File: src/core/ict_map.vh
/*
 * Named constants of the instruction timing core: decode word fields, byte
 * lengths, cycle counts, status flag masks and debug synchroniser layout.
 * Assumes it is included by bare name from the core and debug files.
 */
`ifndef ICT_MAP_VH
`define ICT_MAP_VH

// Instruction lengths in program bytes.
`define ICT_B0 2'h0
`define ICT_B1 2'h1
`define ICT_B2 2'h2
`define ICT_B3 2'h3

// Execution times in system clock cycles.
`define ICT_C0 4'h0
`define ICT_C1 4'h1
`define ICT_C2 4'h2
`define ICT_C3 4'h3
`define ICT_C4 4'h4
`define ICT_C5 4'h5
`define ICT_C6 4'h6
`define ICT_C8 4'h8
`define ICT_CYC_MUL `ICT_C4
`define ICT_CYC_DIV `ICT_C8
`define ICT_CYC_MAX `ICT_C8

// Decode word layout: {cond, flag mask, length, cycles}.
`define ICT_D_W 10
`define ICT_D_CYC 3:0
`define ICT_D_LEN 5:4
`define ICT_D_FM 8:6
`define ICT_D_COND 9

// Status word flags touched, as {carry, aux carry, overflow}.
`define ICT_FM_NONE 3'h0
`define ICT_FM_CY 3'h4
`define ICT_FM_CYOV 3'h5
`define ICT_FM_ARITH 3'h7

// The one unassigned opcode.
`define ICT_OP_RSVD 8'hA5

// Debug pin synchroniser: {bp_en, bp_addr[15:0], step, run, halt}.
`define ICT_SYNC_W 20
`define ICT_SY_HALT 0
`define ICT_SY_RUN 1
`define ICT_SY_STEP 2
`define ICT_SY_ADDR 18:3
`define ICT_SY_BPEN 19

`endif

File: src/core/ict_debug.v
/*
 * Debug run control: halt, run, single step and one hardware breakpoint.
 * Assumes the host pins are asynchronous to clk_sys; breakpoint address and
 * enable are changed only while the core is halted.
 */
`timescale 1ns/100ps
`include "ict_map.vh"

module ict_debug (
	input wire clk_sys,
	input wire rst,
	input wire dbg_halt_pin,
	input wire dbg_run_pin,
	input wire dbg_step_pin,
	input wire dbg_bp_en_pin,
	input wire [15:0] dbg_bp_addr_pin,
	input wire [15:0] fetch_pc,
	input wire at_boundary,
	input wire op_taken,
	output wire run_ok,
	output wire halted
);
	wire [`ICT_SYNC_W-1:0] pin_w;
	reg [`ICT_SYNC_W-1:0] s1_q;
	reg [`ICT_SYNC_W-1:0] s2_q;
	reg [`ICT_SYNC_W-1:0] s3_q;
	reg [`ICT_SYNC_W-1:0] acc_q;
	reg [`ICT_SYNC_W-1:0] prev_q;
	reg halted_q;
	reg step_q;
	reg skip_q;
	wire halt_edge;
	wire run_edge;
	wire step_edge;
	wire bp_hit;

	assign pin_w = {dbg_bp_en_pin, dbg_bp_addr_pin, dbg_step_pin, dbg_run_pin, dbg_halt_pin};

	// A bit is accepted only when the second and third stages agree.
	genvar i;
	generate
		for (i = 0; i < `ICT_SYNC_W; i = i + 1) begin : g_sync
			always @(posedge clk_sys or posedge rst) begin
				if (rst) begin
					s1_q[i] <= 1'b0;
					s2_q[i] <= 1'b0;
					s3_q[i] <= 1'b0;
					acc_q[i] <= 1'b0;
					prev_q[i] <= 1'b0;
				end else begin
					s1_q[i] <= pin_w[i];
					s2_q[i] <= s1_q[i];
					s3_q[i] <= s2_q[i];
					if (s2_q[i] == s3_q[i]) begin
						acc_q[i] <= s3_q[i];
					end
					prev_q[i] <= acc_q[i];
				end
			end
		end
	endgenerate

	assign halt_edge = acc_q[`ICT_SY_HALT] & ~prev_q[`ICT_SY_HALT];
	assign run_edge = acc_q[`ICT_SY_RUN] & ~prev_q[`ICT_SY_RUN];
	assign step_edge = acc_q[`ICT_SY_STEP] & ~prev_q[`ICT_SY_STEP];

	// Skip keeps a resumed core from stopping again on the breakpoint it sits on.
	assign bp_hit = acc_q[`ICT_SY_BPEN] & at_boundary & ~skip_q & ~halted_q &
		(fetch_pc == acc_q[`ICT_SY_ADDR]); // [RULE12]
	assign run_ok = (~halted_q | step_q) & ~bp_hit; // [RULE12]
	assign halted = halted_q;

	always @(posedge clk_sys or posedge rst) begin
		if (rst) begin
			halted_q <= 1'b0;
			step_q <= 1'b0;
			skip_q <= 1'b0;
		end else begin
			if (op_taken) begin
				skip_q <= 1'b0;
				step_q <= 1'b0;
			end
			if (halted_q & run_edge) begin
				halted_q <= 1'b0; // [RULE12]
				skip_q <= 1'b1;
			end else if (halted_q & step_edge & ~step_q) begin
				step_q <= 1'b1; // [RULE12]
				skip_q <= 1'b1;
			end else if (~halted_q & (halt_edge | bp_hit)) begin
				halted_q <= 1'b1; // [RULE12]
			end
		end
	end
endmodule

File: src/core/ict_core.v
/*
 * Instruction decode and cycle timing sequencer of a pipelined 8-bit core.
 * Assumes program memory presents one byte per cycle with its address, and
 * that the datapath supplies the branch condition on the last base cycle.
 */
// What this block does
// [RULE1] Decodes every opcode with the standard encoding, modes and status word flags.
// [RULE2] Counts execution only in whole system clock cycles, no machine cycles.
// [RULE3] Most instructions take as many cycles as they have program bytes.
// [RULE4] A conditional branch not taken ends one cycle before the taken case.
// [RULE5] No instruction occupies the core for more than eight cycles.
// [RULE6] Exactly 109 distinct instructions are decoded.
// [RULE7] Execution time mix: 26 one-cycle, 50 two-cycle, rest longer or variable; the decode gives CPL A (F4) two cycles, so 25 and 51.
// [RULE8] One-byte arithmetic or logic on indirect memory takes two cycles.
// [RULE9] Logic of immediate into a direct byte: three bytes, three cycles.
// [RULE10] Arithmetic with a working register source: one byte, one cycle.
// [RULE11] Arithmetic with a direct byte source: two bytes, two cycles.
// [RULE12] Host debug sets breakpoints, runs, halts, steps without core RAM, stack or timers.
// [RULE13] Multiply takes four cycles, divide takes eight.
`timescale 1ns/100ps
`include "ict_map.vh"

module ict_core (
	input wire clk_sys,
	input wire rst,
	input wire [7:0] code_byte,
	input wire [15:0] code_pc,
	input wire code_valid,
	output wire code_ready,
	input wire branch_cond,
	input wire dbg_halt_pin,
	input wire dbg_run_pin,
	input wire dbg_step_pin,
	input wire dbg_bp_en_pin,
	input wire [15:0] dbg_bp_addr_pin,
	output wire dbg_halted,
	output wire busy,
	output wire instr_done,
	output wire [7:0] done_opcode,
	output wire [7:0] done_operand1,
	output wire [7:0] done_operand2,
	output wire [3:0] done_cycles,
	output wire [2:0] done_flag_mask,
	output wire done_taken,
	output wire done_illegal
);
	// Table lookup of one opcode; 255 opcodes map onto the 109 instructions.
	function [`ICT_D_W-1:0] ict_dec;
		input [7:0] op;
		reg [1:0] b;
		reg [3:0] c;
		reg cd;
		reg [2:0] fm;
		begin
			b = `ICT_B1;
			c = `ICT_C1;
			cd = 1'b0;
			fm = `ICT_FM_NONE;
			if (op[3]) begin
				case (op[7:4]) // [RULE10]
					4'h7, 4'h8, 4'hA: begin
						b = `ICT_B2;
						c = `ICT_C2;
					end
					4'hB: begin
						b = `ICT_B3;
						c = `ICT_C3;
						cd = 1'b1;
					end
					4'hD: begin
						b = `ICT_B2;
						c = `ICT_C2;
						cd = 1'b1;
					end
					default: ;
				endcase
			end else begin
				case (op[3:0])
					4'h6, 4'h7: begin
						c = `ICT_C2; // [RULE8]
						case (op[7:4])
							4'h7, 4'h8, 4'hA: b = `ICT_B2;
							4'hB: begin
								b = `ICT_B3;
								c = `ICT_C4;
								cd = 1'b1;
							end
							default: ;
						endcase
					end
					4'h5: begin
						b = `ICT_B2; // [RULE11]
						c = `ICT_C2;
						case (op[7:4])
							4'h7, 4'h8: begin
								b = `ICT_B3;
								c = `ICT_C3;
							end
							4'hB: begin
								b = `ICT_B3;
								c = `ICT_C4;
								cd = 1'b1;
							end
							4'hD: begin
								b = `ICT_B3;
								c = `ICT_C3;
								cd = 1'b1;
							end
							4'hA: begin
								b = `ICT_B1;
								c = `ICT_C1;
							end
							default: ;
						endcase
					end
					4'h4: begin
						case (op[7:4])
							4'h0, 4'h1, 4'hC, 4'hD, 4'hE: ;
							4'h8: c = `ICT_CYC_DIV; // [RULE13]
							4'hA: c = `ICT_CYC_MUL; // [RULE13]
							4'hB: begin
								b = `ICT_B3;
								c = `ICT_C3;
								cd = 1'b1;
							end
							4'hF: c = `ICT_C2;
							default: begin
								b = `ICT_B2;
								c = `ICT_C2;
							end
						endcase
					end
					4'h3: begin
						case (op[7:4])
							4'h4, 4'h5, 4'h6: begin
								b = `ICT_B3; // [RULE9]
								c = `ICT_C3;
							end
							4'h7, 4'h8, 4'hE, 4'hF: c = `ICT_C3;
							4'h9: c = `ICT_C4;
							default: ;
						endcase
					end
					4'h2: begin
						case (op[7:4])
							4'h0, 4'h1: begin
								b = `ICT_B3;
								c = `ICT_C5;
							end
							4'h2, 4'h3: c = `ICT_C6;
							4'hE, 4'hF: c = `ICT_C3;
							default: begin
								b = `ICT_B2;
								c = `ICT_C2;
							end
						endcase
					end
					4'h1: begin
						b = `ICT_B2;
						c = `ICT_C4;
					end
					default: begin
						case (op[7:4])
							4'h0: ;
							4'h1, 4'h2, 4'h3: begin
								b = `ICT_B3;
								c = `ICT_C3;
								cd = 1'b1;
							end
							4'h4, 4'h5, 4'h6, 4'h7: begin
								b = `ICT_B2;
								c = `ICT_C2;
								cd = 1'b1;
							end
							4'h8: begin
								b = `ICT_B2;
								c = `ICT_C4;
							end
							4'h9: begin
								b = `ICT_B3;
								c = `ICT_C3;
							end
							4'hE, 4'hF: c = `ICT_C3;
							default: begin
								b = `ICT_B2;
								c = `ICT_C2;
							end
						endcase
					end
				endcase
			end
			// Flags written as a side effect; parity always follows the accumulator.
			if ((op[7:4] == 4'h2 || op[7:4] == 4'h3 || op[7:4] == 4'h9) && op[3:2] != 2'h0) begin
				fm = `ICT_FM_ARITH; // [RULE1]
			end else if (op == 8'h84 || op == 8'hA4) begin
				fm = `ICT_FM_CYOV;
			end else if (op == 8'hD4 || op == 8'h13 || op == 8'h33 || op == 8'h72 || op == 8'h82 ||
				op == 8'hA0 || op == 8'hB0 || op == 8'hA2 || op == 8'hB3 || op == 8'hC3 || op == 8'hD3 ||
				(cd && op[7:4] == 4'hB)) begin
				fm = `ICT_FM_CY; // [RULE1]
			end
			ict_dec = {cd, fm, b, c};
		end
	endfunction

	wire [`ICT_D_W-1:0] dec_w;
	wire run_ok;
	wire free;
	wire take_op;
	wire opnd_need;
	wire stall;
	wire extend;
	reg [3:0] cnt_q;
	reg [1:0] left_q;
	reg [1:0] len_q;
	reg cond_q;
	reg ext_q;
	reg [3:0] used_q;
	reg [7:0] op_q;
	reg [7:0] opnd1_q;
	reg [7:0] opnd2_q;
	reg [2:0] fm_q;
	reg done_q;

	assign dec_w = ict_dec(code_byte); // [RULE6]
	assign free = (cnt_q == `ICT_C0);
	assign take_op = free & run_ok & code_valid;
	assign opnd_need = ~free & (left_q != `ICT_B0);
	// Waiting for an operand byte holds the count, so stalls never add counted cycles.
	assign stall = opnd_need & ~code_valid;
	assign code_ready = free ? run_ok : opnd_need;
	assign extend = (cnt_q == `ICT_C1) & cond_q & ~ext_q & branch_cond & ~stall; // [RULE4]
	assign busy = ~free;

	ict_debug u_debug (
		.clk_sys(clk_sys),
		.rst(rst),
		.dbg_halt_pin(dbg_halt_pin),
		.dbg_run_pin(dbg_run_pin),
		.dbg_step_pin(dbg_step_pin),
		.dbg_bp_en_pin(dbg_bp_en_pin),
		.dbg_bp_addr_pin(dbg_bp_addr_pin),
		.fetch_pc(code_pc),
		.at_boundary(free & code_valid),
		.op_taken(take_op),
		.run_ok(run_ok),
		.halted(dbg_halted)
	);

	always @(posedge clk_sys or posedge rst) begin
		if (rst) begin
			cnt_q <= `ICT_C0;
			left_q <= `ICT_B0;
			len_q <= `ICT_B0;
			cond_q <= 1'b0;
			ext_q <= 1'b0;
			used_q <= `ICT_C0;
			op_q <= 8'h00;
			opnd1_q <= 8'h00;
			opnd2_q <= 8'h00;
			fm_q <= `ICT_FM_NONE;
			done_q <= 1'b0;
		end else begin
			done_q <= 1'b0;
			if (take_op) begin
				op_q <= code_byte;
				len_q <= dec_w[`ICT_D_LEN];
				left_q <= dec_w[`ICT_D_LEN] - `ICT_B1; // [RULE3]
				cond_q <= dec_w[`ICT_D_COND];
				fm_q <= dec_w[`ICT_D_FM];
				ext_q <= 1'b0;
				used_q <= `ICT_C1; // [RULE2]
				opnd1_q <= 8'h00;
				opnd2_q <= 8'h00;
				if (dec_w[`ICT_D_CYC] == `ICT_C1) begin
					done_q <= 1'b1;
				end else begin
					cnt_q <= dec_w[`ICT_D_CYC] - `ICT_C1; // [RULE7]
				end
			end else if (~free & ~stall) begin
				if (opnd_need) begin
					if (left_q == len_q - `ICT_B1) begin
						opnd1_q <= code_byte;
					end else begin
						opnd2_q <= code_byte;
					end
					left_q <= left_q - `ICT_B1;
				end
				// The used count saturates at eight, keeping the total within the eight-cycle ceiling.
				if (used_q != `ICT_CYC_MAX) begin
					used_q <= used_q + `ICT_C1; // [RULE5]
				end
				if (extend) begin
					ext_q <= 1'b1; // [RULE4]
				end else begin
					cnt_q <= cnt_q - `ICT_C1; // [RULE2]
					if (cnt_q == `ICT_C1) begin
						done_q <= 1'b1;
					end
				end
			end
		end
	end

	assign instr_done = done_q;
	assign done_opcode = op_q;
	assign done_operand1 = opnd1_q;
	assign done_operand2 = opnd2_q;
	assign done_cycles = used_q;
	assign done_flag_mask = fm_q;
	assign done_taken = ext_q;
	assign done_illegal = (op_q == `ICT_OP_RSVD);
endmodule

File: config.mk
export PLATFORM = sky130hd
export DESIGN_NAME = ict_core
export DESIGN_NICKNAME = d
export VERILOG_FILES = /design/src/core/ict_debug.v /design/src/core/ict_core.v
export VERILOG_INCLUDE_DIRS = /design/src /design/src/core
export SDC_FILE = /design/constraint.sdc
export NUM_CORES = 1
export LEC_CHECK = 0
export BUFFER_PORTS_ARGS = -buffer_cell sky130_fd_sc_hd__buf_2
export CORE_ASPECT_RATIO = 1.2
export CORE_MARGIN = 1
export CORE_UTILIZATION = 35
export CTS_BUF_LIST = sky130_fd_sc_hd__clkbuf_2 sky130_fd_sc_hd__clkbuf_4 sky130_fd_sc_hd__clkbuf_8
export DETAILED_ROUTE_END_ITERATION = 8
export PLACE_DENSITY = 0.51
export SKIP_CTS_REPAIR_TIMING = 1
export SLEW_MARGIN = 20
export SYNTH_ARGS = -nofsm -noshare
export SYNTH_HDL_FRONTEND = slang
export SYNTH_SLANG_ARGS = --single-unit
File: constraint.sdc
create_clock -name clk_sys -period 8.1 [get_ports clk_sys]
set_clock_uncertainty 0.15 [all_clocks]
set_input_delay 0.405 -clock clk_sys [delete_from_list [all_inputs] [get_ports clk_sys]]
set_output_delay 0.405 -clock clk_sys [all_outputs]
set_load 0.02 [all_outputs]
; ---- Word level (Yosys, flattened, before mapping)
; Cells that the tools add are included.
[op_classes]
addsub = 6
eq_ne = 65
mux = 62
n_bitwise = 35
n_reduce_logical = 54
[op_table]
columns = op, count
row1 = "== test 8 bit, second input constant", 11
row2 = 2-to-1 mux 8 bit, 8
row3 = "== test 4 x 3 -> 1 bit, second input constant", 8
row4 = "== test 4 bit, second input constant", 8
row5 = 2-to-1 mux 4 bit, 8
row6 = case mux 2 bit (2 select lines), 7
row7 = case mux 3 bit (3 select lines), 3
row8 = case mux 4 bit (6 select lines), 1
row9 = AND 1 bit, 22
row10 = 2-to-1 mux 1 bit, 22
row11 = == test 1 bit, 20
row12 = OR reduction 3 bit, 6
row13 = == test 16 bit, 1
row14 = "== test 4 x 1 -> 1 bit, second input constant", 4
row15 = "== test 4 x 2 -> 1 bit, second input constant", 4
row16 = case mux 4 bit (4 select lines), 1
row17 = nonzero test 2 bit, 8
row18 = OR reduction 4 bit, 4
row19 = logical OR 1 bit, 14
row20 = OR reduction 7 bit, 2
row21 = 2-to-1 mux 3 bit, 4
row22 = case mux 2 bit (6 select lines), 1
row23 = inverter 1 bit, 11
row24 = 2-to-1 mux 2 bit, 5
row25 = 22 further kinds, 39
[word_totals]
register_bits = 128
inputBits = 48
output_inout_bits = 37
word_cells = 319

; ---- Longest topological paths before layout
; Gate-level depths: netlist (run 1).
[logic_depth]
depth_word = 15
ltp_mapped = 14
ltp_nobuf = 12

; ---- Modules after synthesis
; From an unflattened synthesis (run 1), not the netlist that was laid out.
[hier_totals]
hier_cells = 479
area_unflattened_um2 = 5430.2
[modules_own_cells]
columns = mod, instances, cells_each, area_each_um2, seq_area_each_um2
row1 = ict_core, 1, 338, 2825.2, 1051.0
row2 = ict_debug, 1, 141, 2605.0, 2152.1

; ---- Worst setup path after synthesis (run 1)
; OpenSTA, ideal clock, no wires.
[synth_path]
path_type = input port to flip-flop
start = input port code_byte[5]
end = register cnt_q[3]
setup_time_ps = 125
arrival_time_ps = 2774
required_ps = 7825
path_slack_ps = 5051
cell_stages = 11
n_path_buf = 3
cell_sequence = buf_2 -> clkbuf_1 -> buf_1 -> o32ai_1 -> a2111oi_0 -> ha_1 -> inv_1 -> a31oi_1 -> nand3_2 -> nand3_1 -> mux2_2
[synth_via]
elab_chain_len = 8
word_cells_on_any_way = 39
cone_classes = 1 x add/sub / 17 x eq/ne / 11 x mux / 10 x reduce/logical
[synth_lines]
columns = item, line
row1 = "start, declared", ict_core.v:26  ; input wire [7:0] code_byte,
row2 = == test 4 x 1 -> 1 bit (tied with other cells), "ict_core.v:117, ict_core.v:145, ict_core.v:163"
row3 = OR reduction 5 bit (tied with other cells), n/a
row4 = case mux 4 bit (4 select lines) (tied with other cells), ict_core.v:117  ; case (op[7:4])
row5 = case mux 4 bit (6 select lines), ict_core.v:78  ; case (op[3:0])
row6 = 2-to-1 mux 4 bit (*), ict_core.v:59  ; if (op[3]) begin
row7 = subtractor 4 x 1 -> 4 bit (no line) / == test 4 x 1 -> 1 bit (equally long branches), n/a
row8 = 2-to-1 mux 4 bit / != test 2 bit (equally long branches), n/a
row9 = 2-to-1 mux 4 bit / AND reduction 3 bit (equally long branches), n/a
row10 = "end signal, assigned", ict_core.v:252  ; cnt_q <= `ICT_C0;
row11 = "end signal, assigned", ict_core.v:278  ; cnt_q <= dec_w[`ICT_D_CYC] - `ICT_C1;
row12 = "end signal, assigned", ict_core.v:296  ; cnt_q <= cnt_q - `ICT_C1;
row13 = "end, declared", ict_core.v:213  ; reg [3:0] cnt_q;
; Mark *: on every way between the ends. The rest lies on a longest branch, timed or not. The select of a mux whose other input is x is not followed.
; A chain may end at the register's enable or synchronous reset.

; ---- Final worst setup path (run 1)
[layout_path]
start = input port code_byte[3]
end = register cnt_q[3]
[layout_via]
elab_chain_len = 7
word_cells_on_any_way = 16
cone_classes = 1 x add/sub / 9 x eq/ne / 4 x mux / 2 x reduce/logical
[layout_lines]
columns = item, line
row1 = == test 4 x 3 -> 1 bit, ict_core.v:78
row2 = OR reduction 2 bit, ict_core.v:78
row3 = case mux 4 bit (6 select lines), ict_core.v:78
row4 = 2-to-1 mux 4 bit (*), ict_core.v:59
row5 = subtractor 4 x 1 -> 4 bit (no line) / == test 4 x 1 -> 1 bit (equally long branches), n/a
row6 = 2-to-1 mux 4 bit / != test 2 bit (equally long branches), n/a
row7 = 2-to-1 mux 4 bit / AND reduction 3 bit (equally long branches), n/a
; Marks and branches as above.

==> impl_metrics.toml, run 1 <==
[yosys]
synthXorXnorAreaFrac_pct = 3.495
yosysSeqAreaShare_pct = 58.10
ys.flop_type = "dfrtp_1"
synth.distinct_cells = 65
synth_top_family_by_area = "simple AND/OR/NAND/NOR gates"
avgSynthCellArea_sq_um = 11.34
yosys_warnings = 0
netlist_area_sq_um = 5513
netlist_instances = 486
synth_edf_count = 0
synth_compound_area_share_pct = 11.69
synth-simple-area-share_pct = 13.39
synth.area.mux_share_pct = 4.380
ys_ff_latch = 128
synth_fp_nets = 541
synthAdderAreaFrac_pct = 5.220
synth-async-reset-ratio_pct = 100.0

[global_routing]
grt_max_degree = 69
grt_pass1_wl_mm = 21.23
antenna_found_initial = 0
gr-total-overflow = 0
grt_usage_pct = 17.50
grt_pass1_vias = 3981

[status]
outcome = "completed"

[timing]
relSlewSlack_pct = 38.26
tightest_slew_ps = 926.2
setup_viol = 0
hold_violations = 0
slew_violations = 0
setup_tns_ps = 0
clock.fmax_mhz = 295.4
fin_crit_ps = 3385
rsz0062_at_grt = "no"
min_period_over_period_pct = 41.79

[power_and_ir_drop]
p_per_area_nw_per_um2 = 277.7
ir_drop_mv = 0.1201
p_clk_share_pct = 28.0
power.switching_uw = 665.3
p_int_mw = 1.180
combPwrFrac_pct = 26.4
total_leakage_power_nw = 3.019
p_sw_share_pct = 36.04
seqPwrFrac_pct = 45.5

[critical_path]
critical_path_peak_fanout = 22
critPathKind = "primary input to flop"
cp-start-kind = "primary input"
cp.required_ps = 8280
endpoint_kind = "flop"
cp.arrival_ps = 3560

[cts]
tritoncts = "done"
cts_buffers = 17
cts_sinks = 128
cts-root-buf = "clkbuf_8"
clk_pin_slew_ps = 80
htreeDepth = 4
insertion_delay_ps = 440
clk_path_buf_depth = 2

[routing]
wl_per_cell_um = 16.59
num_vias = 4060
drt_first_pass_iters = 4
post-route-drc-count = 0
drt_wl_total_mm = 13.32
viasPerCell = 5.056
ant_nets = 0
drtIter0Drc = 289

[finish]
fin_nets = 641
area_delta_synth_final_pct = 20.56
final_cell_mix = "dfrtp_1 (128), buf_2 (84), nor2_1 (38), nand2_1 (38)"
mostFrequentLayoutCell = "dfrtp_1"
drive_gt1_share_pct = 22.54
final_area_sq_um = 6646
num_antenna_cells = 0

[floorplan]
start_util_pct = 36.26
die_area_sq_um = 16260
die-width_um = 116.6
die_h_um = 139.5
io_pins = 85
rows = 49
core_area_sq_um = 15200

[placed_design]
gp_congestion = 0.8935
placedInstanceArea_sq_um = 6063
port-buffer-count = 84
hpwlAfterDp_mm = 9.094

[worst_hold_path]
holdCritPathClass = "primary input to flop"

[flow_run]
cap_violations = 0
## logic make-up after synthesis
kind of cell	after synthesis
adder cells (fa/ha/maj)	27
buffers and inverters	41
XOR/XNOR	22
AO/OA/AOI/OAI	99
AND/OR/NAND/NOR	146
flip-flops	128
multiplexers	23
## power groups by stage
| stage | logic [mW] | registers, mW | clock network, mW |
|---|---|---|---|
| finish | 0.488 | 0.840 | 0.517 |
| global route | 0.542 | 0.858 | 0.564 |
| CTS | 0.489 | 0.842 | 0.537 |
| detailed placement | 0.489 | 0.853 | 0 |
| global placement | 0.481 | 0.850 | 0 |
| floorplan | 0.271 | 0.923 | 0 |
## through the flow
stage	utilization (%)	power [mW]	hold WS (ps)	instances	worst slack, ps
after floorplan	-	1.194	181.2	486	4132
after global placement	39.88	1.331	182.0	750	4233
after detailed placement	39.88	1.342	184.7	750	4220
after CTS	42.33	1.868	-120.8	782	4692
after global routing	43.71	1.964	167.4	803	4359
final	43.71	1.846	179.5	803	4715
## layout make-up
type | instances | area [sq um]
clock buffers | 18 | 247.7
clock inverters | 14 | 125.1
fillers | 1509 | 8558
inverters | 14 | 55.05
multi-input cells | 317 | 2107
flip-flops and latches | 128 | 3203
well taps | 204 | 255.2
repair buffers | 108 | 653.1
## Yosys cell counts, drive strengths merged, types with 2 or more instances
cell type	count	area share, %
a31oi	4	0.45
o211ai	4	0.54
nor3b	2	0.36
nand4	7	0.79
nand3	21	2.0
ha	7	1.6
nand2	38	2.6
maj3	20	3.6
o22ai	7	0.79
o32a	2	0.36
o311ai	2	0.32
nor2b	6	0.68
a32o	2	0.36
a221oi	3	0.48
xnor2	14	2.2
inv	13	0.89
a21o	2	0.27
or4bb	2	0.41
dfrtp	128	58
xor2	8	1.3
mux2	6	1.3
a22oi	5	0.77
nand2b	9	1.0
and3	2	0.23
buf	14	1.9
and2	2	0.23
a21oi	25	2.3
a2111oi	2	0.32
nor2	39	2.7
mux2i	17	3.1
nor4	2	0.50
or2	2	0.23
a211o	3	0.48
o21ai	26	2.4
nor3	7	0.73
nand3b	3	0.41
or3	2	0.23
clkbuf	13	0.89
## metal layers
layer  GRT usage (%)  part of all wire [%]  up-vias
met5               0                     0        -
met4           8.328                   3.7        0
met1           21.14                    42     1986
met3           5.401                   5.1       31
met2           28.18                    49      128
li1                -                     -     1915
## state kept, by name, summed over array words and instances, names as in the netlist
name / cells
u_debug.acc_q: 20
u_debug.s1_q: 20
u_debug.prev_q: 3
left_q: 2
done_operand2: 8
u_debug.s2_q: 20
u_debug.halted: 1
u_debug.skip_q: 1
done_opcode: 8
u_debug.s3_q: 20
done_operand1: 8
cnt_q: 4
u_debug.step_q: 1
cond_q: 1
instr_done: 1
done_flag_mask: 3
len_q: 2
done_taken: 1
done_cycles: 4
## worst paths after layout
| check | end | slack (ps) | depth (start not counted) | from |
|---|---|---|---|---|
| worst max-delay path | cnt_q[3] | 4720 | 13 | code_byte[3] |
| worst min register to register | u_debug.s2_q[14] | 200 | 0 | u_debug.s1_q[14] |
| max in group asynchronous | u_debug.prev_q[0] | 5960 | 4 | rst |
| min in group asynchronous | u_debug.s1_q[9] | 490 | 3 | rst |
| worst min-delay path | done_taken | 180 | 4 | branch_cond |
| worst max register to register | done_opcode[2] | 5000 | 6 | u_debug.acc_q[4] |
## worst max-delay path, cell delays in order
cell	delay, ps
buf_2	370
inv_1	290
nand3_1	260
nand3_1	110
a21oi_1	160
a21oi_1	50
a2111oi_0	790
ha_1	260
inv_1	40
a31oi_1	220
nand3_2	160
nand3_1	110
mux2_2	330
(Power assumes the default switching activity.)
==> inputs of run 2 (changes only) <==
--- a/config.mk
+++ b/config.mk
@@ -12,7 +12,7 @@
 export CORE_UTILIZATION = 35
 export CTS_BUF_LIST = sky130_fd_sc_hd__clkbuf_2 sky130_fd_sc_hd__clkbuf_4 sky130_fd_sc_hd__clkbuf_8
 export DETAILED_ROUTE_END_ITERATION = 8
-export PLACE_DENSITY = 0.51
+export PLACE_DENSITY = 0.53
 export SKIP_CTS_REPAIR_TIMING = 1
 export SLEW_MARGIN = 20
 export SYNTH_ARGS = -nofsm -noshare
==> constraint.sdc (replaced) <==
create_clock -name clk_sys -period 3 [get_ports clk_sys]
set_clock_uncertainty 0.15 [all_clocks]
set_input_delay 0.15 -clock clk_sys [delete_from_list [all_inputs] [get_ports clk_sys]]
set_output_delay 0.15 -clock clk_sys [all_outputs]
set_load 0.02 [all_outputs]
==> impl_metrics.toml, run 2 (synthesis results as in run 1) <==
[placed_design]
dp_slack_ps = 108.8
placedInstanceArea_sq_um = 6380
hpwlAfterDp_mm = 10.13
dp_cells = 787
gp_congestion = 0.8505
port-buffer-count = 84

[floorplan]
start_util_pct = 36.26
die_area_sq_um = 16260
die-width_um = 116.6
die_h_um = 139.5
rows = 49
io_pins = 85
core_area_sq_um = 15200

[finish]
fin_nets = 683
n_fill_cell = 1488
final_area_sq_um = 7058
final_core_util_pct = 46.42
final_cell_mix = "dfrtp_1 (128), buf_2 (84), buf_4 (39)"
num_antenna_cells = 0
area_delta_synth_final_pct = 28.03
mostFrequentLayoutCell = "dfrtp_1"
drive_gt1_share_pct = 27.15
stdcell_count = 845

[status]
outcome = "completed"

[power_and_ir_drop]
ir_drop_mv = 0.4303
p_sw_share_pct = 34.86
power_mw = 5.204
combPwrFrac_pct = 26.4
total_leakage_power_nw = 3.258
p_clk_share_pct = 30.1
p_int_mw = 3.390
seqPwrFrac_pct = 43.5
power.switching_mw = 1.814
p_per_area_nw_per_um2 = 737.4

[routing]
num_vias = 4212
wl_per_cell_um = 17.04
ant_nets = 0
drtIter0Drc = 234
drt_wl_total_mm = 14.40
viasPerCell = 4.985
drt_first_pass_iters = 4
post-route-drc-count = 0

[global_routing]
grt_max_degree = 129
grt_pass1_wl_mm = 23.20
grt_pass1_vias = 4330
grt_usage_pct = 19.22
gr-total-overflow = 0
antenna_found_initial = 0

[cts]
clk_path_buf_depth = 2
clk_pin_slew_ps = 80
cts-root-buf = "clkbuf_8"
tritoncts = "done"
cts_buffers = 17
htreeDepth = 4
cts_sinks = 128
insertion_delay_ps = 440

[timing]
setup_tns_ps = 0
rsz0062_at_grt = "no"
tightest_slew_ps = 679.4
hold_violations = 0
fin_crit_ps = 2707
clock.fmax_mhz = 369.4
fin_hold_ws_ps = 18.10
slew_violations = 0
min_period_over_period_pct = 90.23
finalWorstSetupSlack_ps = 293.0
setup_viol = 0
relSlewSlack_pct = 54.71

[critical_path]
cp.required_ps = 3180
cp_cell_sequence = "xor2_1 -> nor4_1 -> nand4_1 -> nor4_4 -> buf_4 -> buf_4 -> or2_1 -> buf_12 -> mux2_2"
cp-start-kind = "flop"
critPathKind = "flop to flop"
crit_slowest_cell = "dfrtp_1"
critical_path_peak_fanout = 22
cp.arrival_ps = 2890
path_buf_inv = 3
slowest_delay_ps = 400
crit_family = "simple AND/OR/NAND/NOR gates"
crit_top_cell = "buf_4"
endpoint_kind = "flop"

[flow_run]
cap_violations = 0

[worst_hold_path]
holdCritPathClass = "primary input to flop"
## run 2: cell count changes in the layout (fill, tap and decap cells not counted), sizes merged
cell	delta
inv	+2
buf	+39
dlygate4sd3	+3
bufinv	+2
clkbuf	-1
clkinv	-3
## run 2: final timing paths
kind / slack (ps) / startpoint / cells past startpoint / endpoint
max in group asynchronous: 1910 / rst / 4 / done_flag_mask[1]
min: 20 / code_byte[6] / 3 / done_operand1[6]
min in group asynchronous: 270 / rst / 4 / u_debug.s1_q[10]
min reg2reg: 200 / u_debug.s1_q[1] / 0 / u_debug.s2_q[1]
max: 290 / u_debug.acc_q[15] / 9 / done_opcode[4]
max reg2reg: 290 / u_debug.acc_q[15] / 9 / done_opcode[4]
## run 2: layout make-up
type / count / area (sq um) / area share [%]
clock buffers: 17 / 234.0 / 3.315
clock inverters: 15 / 188.9 / 2.677
inverters: 14 / 56.30 / 0.7977
multi-input cells: 317 / 2107 / 29.85
flip-flops and latches: 128 / 3203 / 45.38
well taps: 204 / 255.2 / 3.616
repair buffers: 150 / 1013 / 14.36
## run 2: power by group through the flow
| stage | Combinational (mW) | Sequential (mW) | Clock [mW] |
|---|---|---|---|
| floorplan | 0.732 | 2.49 | 0 |
| global placement | 1.35 | 2.28 | 0 |
| detailed placement | 1.37 | 2.30 | 0 |
| CTS | 1.37 | 2.26 | 1.63 |
| global route | 1.55 | 2.31 | 1.70 |
| finish | 1.37 | 2.26 | 1.57 |
## run 2: worst register-to-register path, delay by kind of cell, from the launching register on
kind                   cells  cell delay, ps
XOR/XNOR                   1             160
buffers and inverters      3             500
flip-flops                 1             400
multiplexers               1             350
AND/OR/NAND/NOR            4            1040
## run 2: routing by layer
layer	wire length [um]	track usage [%]	up-vias	part of all wire [%]
met1	5954	22.82	2057	41
met5	0	0	-	0
met2	7485	32.64	128	52
li1	-	-	2004	-
met4	359	8.061	0	2.5
met3	601	4.878	23	4.2
